==> src/design/sscd_pkg.sv <==
// Package for the start-up switch configuration decoder.
// Assumes one 50 MHz clock and a synchronous active-high reset.
`default_nettype none
package sscd_pkg;
  // ****************************************
  // Switch positions (index into the 8-bit switch word)
  // ****************************************
  localparam int SW_WIDTH = 8;
  localparam int POS_WRITE_PROTECT = 0;
  localparam int POS_AUTOLOAD = 1;
  localparam int POS_PERIPH_SETUP = 3;
  localparam int POS_SERIAL_DEFAULT = 4;
  localparam int POS_USER_FLAG = 5;
  localparam int POS_BACKUP = 6;
  // ****************************************
  // Baud rate scan codes and timing
  // ****************************************
  localparam logic [1:0] BAUD_9600 = 2'h0;
  localparam logic [1:0] BAUD_19200 = 2'h1;
  localparam logic [1:0] BAUD_38400 = 2'h2;
  localparam logic [1:0] BAUD_115200 = 2'h3;
  localparam int CLK_HZ = 50000000;
  localparam int BAUD_DWELL_US = 20;
  localparam int BAUD_DWELL_CYC = (CLK_HZ / 1000000) * BAUD_DWELL_US;
  localparam logic [7:0] SW_RESET_VALUE = 8'h00;
  // Output word after reset: only card verify and serial stored setup read high.
  localparam logic [10:0] OUT_RESET_VALUE = 11'h0A0;
  // Start-up sequence states.
  typedef enum logic [2:0] {
    SSCD_IDLE,
    SSCD_RESTORE,
    SSCD_AUTOLOAD,
    SSCD_RUN
  } sscd_state_e;
endpackage : sscd_pkg
`default_nettype wire

==> src/design/sscd_baud_scan.sv <==
// Auto-detect baud scanner: steps through rates in ascending order.
// Assumes the port logic raises detect when a programming device answers.
`default_nettype none
module sscd_baud_scan
  import sscd_pkg::*;
#(
  parameter int DWELL = BAUD_DWELL_CYC
)
(
  input wire logic ref_clk,
  input wire logic rst,
  input wire logic enable,
  input wire logic detect,
  output logic [1:0] baud_sel,
  output logic locked
);
  // Refuse a zero dwell at elaboration: the scanner could never leave a rate.
  if (DWELL < 1)
  begin : g_bad_dwell
    $error("DWELL must be at least one cycle");
  end
  logic [1:0] baud_q, baud_d;
  logic lock_q, lock_d;
  logic [31:0] cnt_q, cnt_d;
  // ****************************************
  // Scan step logic
  // ****************************************
  // ascending rate order
  always_comb
  begin
    baud_d = baud_q;
    lock_d = lock_q;
    cnt_d = cnt_q;
    if (!enable)
    begin
      baud_d = BAUD_9600;
      lock_d = 1'b0;
      cnt_d = '0;
    end
    else if (!lock_q)
    begin
      if (detect)
      begin
        lock_d = 1'b1;
      end
      else if (cnt_q == 32'(DWELL - 1))
      begin
        cnt_d = '0;
        baud_d = 2'(baud_q + 2'h1); // Wraps from the fastest back to 9600.
      end
      else
      begin
        cnt_d = 32'(cnt_q + 32'h1);
      end
    end
  end
  always_ff @(posedge ref_clk)
  begin
    if (rst)
    begin
      baud_q <= BAUD_9600;
      lock_q <= 1'b0;
      cnt_q <= '0;
    end
    else
    begin
      baud_q <= baud_d;
      lock_q <= lock_d;
      cnt_q <= cnt_d;
    end
  end
  assign baud_sel = baud_q;
  assign locked = lock_q;
  AST_BAUD_ORDER: assert property (@(posedge ref_clk) disable iff (rst)
    (enable && !lock_q && baud_q != $past(baud_q) && $past(enable)) |-> baud_q == 2'($past(baud_q) + 2'h1))
    else $error("baud scan skipped a rate");
endmodule : sscd_baud_scan
`default_nettype wire

==> src/design/sscd_top.sv <==
// Start-up switch configuration decoder top level.
// Assumes the switch word is steady and synchronous to ref_clk; ON reads as 1.
// Summary of operation
// - Position 1 on blocks all user program memory writes.
// - Position 2 on at start-up loads program and setup images from card.
// - Position 7 on gives backup/restore priority and skips autoload.
// - Position 4 on uses stored setup for peripheral port, off auto-detects.
// - Position 5 on uses defaults for serial port, off uses stored setup.
// - Position 6 mirrors into the user switch flag bit.
// - Position 7 on allows write or restore; off does card verify.
// - Auto-detect tries 9600, 19200, 38400, then 115200 bps.
// - After restore, stay in program mode until power cycle.
`default_nettype none
module sscd_top
  import sscd_pkg::*;
(
  input wire logic ref_clk,
  input wire logic rst,
  input wire logic [7:0] dip_sw,
  input wire logic card_present,
  input wire logic load_done,
  input wire logic restore_done,
  input wire logic user_program_memory_wr_req,
  input wire logic mode_change_req,
  input wire logic periph_detect,
  output logic user_program_memory_wr_en,
  output logic autoload_program_image_req,
  output logic autoload_setup_image_req,
  output logic restore_req,
  output logic card_write_allow,
  output logic card_verify_mode,
  output logic periph_use_stored_setup,
  output logic serial_use_stored_setup,
  output logic user_switch_flag_bit,
  output logic program_mode_lock,
  output logic mode_change_ok,
  output logic [1:0] periph_baud_sel,
  output logic periph_baud_locked
);
  // ****************************************
  // Switch snapshot
  // ****************************************
  logic [7:0] snap_q, snap_d;
  logic taken_q, taken_d;
  always_comb
  begin
    snap_d = snap_q;
    taken_d = 1'b1;
    if (!taken_q)
    begin
      snap_d = dip_sw; // Caught on the first clock after reset release.
    end
  end
  always_ff @(posedge ref_clk)
  begin
    if (rst)
    begin
      snap_q <= SW_RESET_VALUE;
      taken_q <= 1'b0;
    end
    else
    begin
      snap_q <= snap_d;
      taken_q <= taken_d;
    end
  end
  // ****************************************
  // Start-up sequencer
  // ****************************************
  sscd_state_e st_q, st_d;
  logic lock_q, lock_d;
  always_comb
  begin
    st_d = st_q;
    lock_d = lock_q;
    case (st_q)
      SSCD_IDLE:
      begin
        if (taken_q)
        begin
          if (snap_q[POS_BACKUP] && card_present)
          begin
            st_d = SSCD_RESTORE;
          end
          else if (snap_q[POS_AUTOLOAD] && card_present)
          begin
            st_d = SSCD_AUTOLOAD;
          end
          else
          begin
            st_d = SSCD_RUN;
          end
        end
      end
      SSCD_RESTORE:
      begin
        if (restore_done)
        begin
          lock_d = 1'b1;
          st_d = SSCD_RUN;
        end
      end
      SSCD_AUTOLOAD:
      begin
        if (load_done)
        begin
          st_d = SSCD_RUN;
        end
      end
      SSCD_RUN: st_d = SSCD_RUN;
      default: st_d = SSCD_IDLE;
    endcase
  end
  always_ff @(posedge ref_clk)
  begin
    if (rst)
    begin
      st_q <= SSCD_IDLE;
      lock_q <= 1'b0; // Power-on reset is the only way out of the lock.
    end
    else
    begin
      st_q <= st_d;
      lock_q <= lock_d;
    end
  end
  // ****************************************
  // Registered outputs
  // ****************************************
  logic [10:0] out_q, out_d;
  always_comb
  begin
    out_d[0] = user_program_memory_wr_req && !snap_q[POS_WRITE_PROTECT] && taken_q;
    out_d[1] = (st_d == SSCD_AUTOLOAD);
    out_d[2] = (st_d == SSCD_AUTOLOAD);
    out_d[3] = (st_d == SSCD_RESTORE);
    out_d[4] = snap_q[POS_BACKUP];
    out_d[5] = !snap_q[POS_BACKUP];
    out_d[6] = snap_q[POS_PERIPH_SETUP];
    out_d[7] = !snap_q[POS_SERIAL_DEFAULT];
    out_d[8] = snap_q[POS_USER_FLAG];
    out_d[9] = lock_d;
    out_d[10] = mode_change_req && !lock_d;
  end
  always_ff @(posedge ref_clk)
  begin
    if (rst)
    begin
      out_q <= OUT_RESET_VALUE;
    end
    else
    begin
      out_q <= out_d;
    end
  end
  assign user_program_memory_wr_en = out_q[0];
  assign autoload_program_image_req = out_q[1];
  assign autoload_setup_image_req = out_q[2];
  assign restore_req = out_q[3];
  assign card_write_allow = out_q[4];
  assign card_verify_mode = out_q[5];
  assign periph_use_stored_setup = out_q[6];
  assign serial_use_stored_setup = out_q[7];
  assign user_switch_flag_bit = out_q[8];
  assign program_mode_lock = out_q[9];
  assign mode_change_ok = out_q[10];
  // ****************************************
  // Auto-detect scanner
  // ****************************************
  sscd_baud_scan #(.DWELL(BAUD_DWELL_CYC)) u_scan (
    .ref_clk(ref_clk),
    .rst(rst),
    .enable(taken_q && !snap_q[POS_PERIPH_SETUP]),
    .detect(periph_detect),
    .baud_sel(periph_baud_sel),
    .locked(periph_baud_locked)
  );
  // ****************************************
  // Assertions
  // ****************************************
  AST_WP_BLOCK: assert property (@(posedge ref_clk) disable iff (rst)
    snap_q[POS_WRITE_PROTECT] |=> !user_program_memory_wr_en)
    else $error("write passed while protected");
  AST_AUTOLOAD: assert property (@(posedge ref_clk) disable iff (rst)
    (st_q == SSCD_IDLE && taken_q && snap_q[POS_AUTOLOAD] && !snap_q[POS_BACKUP] && card_present)
    |=> autoload_program_image_req && autoload_setup_image_req)
    else $error("autoload not started");
  AST_BACKUP_PRIO: assert property (@(posedge ref_clk) disable iff (rst)
    snap_q[POS_BACKUP] && taken_q |=> !autoload_program_image_req)
    else $error("autoload ran despite backup");
  AST_PERIPH: assert property (@(posedge ref_clk) disable iff (rst)
    taken_q |=> periph_use_stored_setup == $past(snap_q[POS_PERIPH_SETUP]))
    else $error("peripheral source wrong");
  AST_SERIAL: assert property (@(posedge ref_clk) disable iff (rst)
    taken_q |=> serial_use_stored_setup == !$past(snap_q[POS_SERIAL_DEFAULT]))
    else $error("serial source wrong");
  AST_FLAG: assert property (@(posedge ref_clk) disable iff (rst)
    taken_q |=> user_switch_flag_bit == $past(snap_q[POS_USER_FLAG]))
    else $error("user flag mismatch");
  AST_VERIFY: assert property (@(posedge ref_clk) disable iff (rst)
    taken_q |=> card_write_allow == $past(snap_q[POS_BACKUP]) && card_verify_mode != card_write_allow)
    else $error("card mode inconsistent");
  AST_LOCK: assert property (@(posedge ref_clk) disable iff (rst)
    program_mode_lock |=> program_mode_lock && !mode_change_ok)
    else $error("lock released or mode changed");
  AST_SNAP: assert property (@(posedge ref_clk) disable iff (rst)
    taken_q |=> $stable(snap_q))
    else $error("snapshot moved");
  COV_RESTORE: cover property (@(posedge ref_clk) disable iff (rst) st_q == SSCD_RESTORE ##1 program_mode_lock);
  COV_AUTOLOAD: cover property (@(posedge ref_clk) disable iff (rst) autoload_program_image_req ##1 st_q == SSCD_RUN);
  COV_LOCKED: cover property (@(posedge ref_clk) disable iff (rst) periph_baud_locked);
endmodule : sscd_top
`default_nettype wire

==> config.mk <==
export PLATFORM = sky130hd
export DESIGN_NAME = sscd_top
export DESIGN_NICKNAME = d
export VERILOG_FILES = /design/src/design/sscd_pkg.sv /design/src/design/sscd_baud_scan.sv /design/src/design/sscd_top.sv
export SDC_FILE = /design/constraint.sdc
export NUM_CORES = 1
export LEC_CHECK = 0
export ABC_AREA = 1
export BUFFER_PORTS_ARGS = -buffer_cell sky130_fd_sc_hd__clkbuf_2
export CAP_MARGIN = 40
export CORE_ASPECT_RATIO = 1.2
export CORE_MARGIN = 10
export CORE_UTILIZATION = 36
export CTS_BUF_LIST = sky130_fd_sc_hd__clkbuf_2 sky130_fd_sc_hd__clkbuf_4 sky130_fd_sc_hd__clkbuf_8
export CTS_CLUSTER_DIAMETER = 200
export DETAILED_ROUTE_END_ITERATION = 6
export GPL_ROUTABILITY_DRIVEN = 0
export SETUP_SLACK_MARGIN = 0.05
export SYNTH_ARGS = -nofsm -noshare
export SYNTH_HDL_FRONTEND = slang
export SYNTH_SLANG_ARGS = --single-unit
export TNS_END_PERCENT = 1
==> constraint.sdc <==
create_clock -name ref_clk -period 2.24 [get_ports ref_clk]
set_input_delay 0.336 -clock ref_clk [delete_from_list [all_inputs] [get_ports ref_clk]]
set_output_delay 0.336 -clock ref_clk [all_outputs]
set_load 0.01 [all_outputs]
# Word-level counts from Yosys, hierarchy flattened
# Index checks and enable logic that the tools add are counted.
[totals]
mem_bits_ro = 0
ramBits = 0
register_bits = 58
latch_bits = 0
out_inout_bits = 14
mem_count = 0
[op_classes]
reduce_logical = 15
add_sub_neg = 2
n_bitwise = 3
mul = 0
shifts = 0
n_eq_ne = 6
div = 0
order_cmp = 0
muxes = 12
[ops]
columns = ["cell", "count"]
rows = [
  ["32-bit by 1-bit adder with 32-bit output, second input constant", 1],
  ["32-bit by 10-bit == test with 1-bit output, second input constant", 1],
  ["32-bit two-way mux", 1],
  ["3-bit case mux with 4 select lines", 1],
  ["3-bit by 2-bit == test with 1-bit output, second input constant", 3],
  ["3-bit two-way mux", 3],
  ["3-bit by 1-bit == test with 1-bit output, second input constant", 2],
  ["1-bit logical AND", 6],
  ["1-bit two-way mux", 6],
  ["1-bit zero test", 5],
  ["3-bit zero test", 1],
  ["1-bit inverter", 3],
  ["3-bit AND reduction", 1],
  ["2-bit by 1-bit adder with 2-bit output, second input constant", 1],
  ["2-bit two-way mux", 1],
  ["2-bit AND reduction", 1],
  ["2-bit OR reduction", 1],
]

# Logic depth before layout (Yosys ltp)
[depth]
word_depth = 6
mapped_depth = 10
depth_no_buf = 10

# Hierarchy
# Synthesis repeated with hierarchy kept, for this count alone.
[unflattened]
hier_cells = 445
hier_area_um2 = 3011.6
[by_module_without_submodules]
columns = ["mod", "instances", "cells_each", "area_per_inst_um2", "seq_area_each_um2"]
rows = [
  ["sscd_baud_scan", 1, 362, 2317.2, 700.7],
  ["sscd_top", 1, 83, 694.4, 400.4],
]

# Worst setup path after synthesis
# OpenSTA, ideal clock, no wires.
[synth_path]
kind = "reg-to-reg"
start = "register u_scan.cnt_q[0]"
end = "register u_scan.cnt_q[0]"
n_path_buf = 0
required_time_ps = 2124
synth_period_minus_slack_ps = 1370
t_arrival_ps = 1254
path_stages_with_launch = 11
setup_slack_ps = 870
cell_sequence = "dfxtp_1 ha_1 inv_1 nor2_1 nand2_1 nor2_1 nand2_1 nor2_2 nand2_4 nand2_4 a21oi_1"
[synth_via]
elab_chain_len = 2
word_cells_on_any_way = 3
cone_classes = "1 x add/sub; 1 x eq/ne; 1 x mux"
[synth_lines]
columns = ["item", "line_no", "source"]
rows = [
  ["start: declaration", "sscd_baud_scan.sv:24", "logic [31:0] cnt_q, cnt_d;"],
  ["start signal: assignment", "sscd_baud_scan.sv:69", "cnt_q <= cnt_d;"],
  ["32-bit by 1-bit adder with 32-bit output / 32-bit by 10-bit == test with 1-bit output (equally long branches)", "sscd_baud_scan.sv:53, sscd_baud_scan.sv:46", ""],
  ["32-bit two-way mux (*)", "sscd_baud_scan.sv:46", "else if (cnt_q == 32'(DWELL - 1))"],
]
# Every way passes the cells marked *; elsewhere a longest branch is shown, timed or not.
# A chain may end at the register's enable or synchronous reset.

# Worst setup path in the final report
# Same ends and word-level chain as after synthesis.

==> summary.md <==
| Metric | Value |
|---|---|
| Largest net degree at the start of global routing | `21` |
| TritonCTS buffer count | `5` |
| Vias per inst | `4.59` |
| DRC Markers | `0` |
| WL/cell | `approximately 11 microns` |
| Cell taking the most area after synthesis | `dfxtp_1` |
| Setup TNS | `0 ns` |
| Synth warn | `0` |
| Global route overflow | `0` |
| Core area | `7270 sq um` |
| First-pass GRT wire length | `10.3 mm` |
| Cell Area, Synth | `2700 sq um` |
| Worst setup EP type | `register` |
| # nets final | `446` |
| Static Leak | `1.25 nW` |
| Status | `finished clean` |
| Worst skew pair latency | `0.32 ns` |
| Commonest cells post-synth | `89 x nor2_1, 80 x nand2_1, 55 x dfxtp_1` |
| Number of synthesized flops with an enable pin | `0` |
| Synth-to-Final Area Change | `12.1%` |
| Total GRT Usage | `a little over a tenth` |
| Synthesis-stage register bit count | `55` |
| Final setup viols | `0` |
| Vias post-DR | `2,389` |
| Seq/Total Area, Yosys | `40.8%` |
| Post-Syn Area per Cell | `6.78 sq um` |
| Antenna violations before repair | `0` |
| Share of cells above drive strength 1 | `17.0%` |
| Unique masters post-synth | `33` |
| Post-synth top area share | `40.8%` |
| Final Critical Period | `1.60 ns` |
| Cts repair resizes | `0` |
| # Post-CTS Setup Buffers | `0` |
| Starting utilization of the core area | `37.1%` |
| DIE WIDTH | `approximately 99 microns` |
| Main flop type after synthesis | `dfxtp_1` |
| Min-Delay Path Class | `in -> reg` |
| Share of flip-flops with an asynchronous set or reset | `0%` |
| Gate Count Post-Synth | `398` |
| ANT nets after route | `0` |
| Vias in the first global route | `about 2,300` |
| Drt pass-1 iters | `4` |
| Longest Clk Path Bufs | `2` |
| Tcrit/Tclk final | `between 70% and 80%` |
| Final Hold Slack | `0.203 ns` |
| Top cells by area, synth | `dfxtp_1 41%, nor2_1 12%, nand2_1 11%` |
| Crit start category | `register` |
| IO Port Bufs | `27` |
| Routed WL | `just under 6 mm` |
| Num rows | `34` |
| Die area | `11,400 sq um` |
| Layout Cells excl Fill | `520` |
| Cell total after placement | `512` |
| CTS H-tree depth | `2` |
| Root buffer cell | `clkbuf_8` |
| Clk pin slew, worst setup/hold paths | `~0.11 ns` |
| Critical path arrival | `1.81 ns` |
| Final Skew | `between 0.015 and 0.02 ns` |
| Count leader, synth | `nor2_1` |
| CTS Hold Bufs | `0` |
| # IOs | `30` |
| Die height | `115 microns` |
| Fillcell total | `~770` |
| Post-DP HPWL | `between 4 and 5 mm` |
| RSZ-0062 raised after global routing | `false` |
| VDD IR-drop max | `435 uV` |
| CTS tree | `yes` |
| Achievable Freq | `626 MHz` |
| Setup CP Type | `reg -> reg` |
| Ant diodes | `0` |
| First DRT Iteration DRCs | `137` |
| Max Slew Vio Count | `0` |
| Clock sinks | `between 50 and 60` |
| Syn Nets | `415` |
| Power Dens Cells | `563 nW/um^2` |
| Worst path max stage delay | `0.38 ns` |
| Max-cap viol count | `0` |
| CP max FO | `10` |
| Hold Vio Cnt, Final | `0` |
| WP data required | `2.45 ns` |
| Critical Path, Cell by Cell | `ha_1 -> inv_1 -> nor2_1 -> nand2_1 -> nor2_1 -> nand2_1 -> nor2_2 -> nand2_4 -> nand2_4 -> a21oi_1` |
| CP max-delay cell | `dfxtp_1` |
[worst max-delay path, delay by kind of cell (launching register included)]
kind	cells	cell delay [ns]
AOI/OAI and AO/OA	1	0.05
adders and majority gates	1	0.29
buffers and inverters	1	0.06
DFF	1	0.38
and+or+nand+nor	7	0.72
[registers in the layout (all words and copies together) (netlist names)]
| signal | count |
|---|---|
| st_q | 3 |
| u_scan.cnt_q | 32 |
| taken_q | 1 |
| snap_q | 6 |
| u_scan.baud_sel | 2 |
| out_q | 10 |
| u_scan.locked | 1 |
[placed cells by master (no fill, tap or decap), types with 3 or more instances in the layout]
cell type	instances
nand4_1	4
inv_2	4
nor2_2	11
or2_2	3
clkbuf_8	5
xor2_1	5
o21ai_0	11
a21oi_1	15
xnor2_1	6
clkbuf_2	27
inv_1	47
nand2_1	80
nand3_1	35
nand2_2	9
nor2_1	89
nor2_4	4
dfxtp_1	55
[metal layers]
layer	wire, microns	track usage (%)	up-vias
met5	0	0	-
met3	192	2.22	8
li1	-	-	1291
met4	114	4.31	0
met2	2980	18.6	33
met1	2680	12.7	1057
[where the power goes]
group	internal [mW]	switching (mW)
logic	0.0340	0.0568
clock network	0.237	0.367
registers	0.997	0.00991
[logic make-up after synthesis]
| group | after synthesis | synth area share [%] |
|---|---|---|
| buf+inv | 55 | 8.12 |
| xor+xnor | 11 | 3.57 |
| simple gates | 245 | 40.9 |
| other cells | 1 | 0.139 |
| flops | 55 | 40.8 |
| fa+ha+maj | 1 | 0.464 |
| compound gates | 30 | 6.03 |
[metrics by stage]
stage	power [mW]	instance area, sq um	setup WS [ns]	util, %
after floorplan	1.09	2700	0.870	-
after global placement	1.12	2930	0.680	40.2
after detailed placement	1.12	2930	0.644	40.2
after CTS	1.72	3020	0.632	41.6
after global routing	1.78	3020	0.492	41.6
final	1.70	3020	0.643	41.6
[final timing paths]
path                            cells past startpoint                  startpoint              end  slack, ns
worst max-delay path                               10             u_scan.cnt_q[0]  u_scan.cnt_q[0]       0.64
worst min-delay path                                3  user_program_memory_wr_req         out_q[0]       0.20
worst min register to register                      1                   snap_q[4]         out_q[7]       0.41
worst max register to register                     10             u_scan.cnt_q[0]  u_scan.cnt_q[0]       0.64
[area by class of cell]
cell class,count,area (sq um),area share (%)
Tap cell,90,113,3.73
Sequential cell,55,1100,36.4
Inverter,51,191,6.33
Clock buffer,5,68.8,2.28
Timing Repair Buffer,28,143,4.72
Clock inverter,3,28.8,0.952
Multi-Input combinational cell,288,1380,45.6
Note: power is estimated with default switching activity, not from simulation.
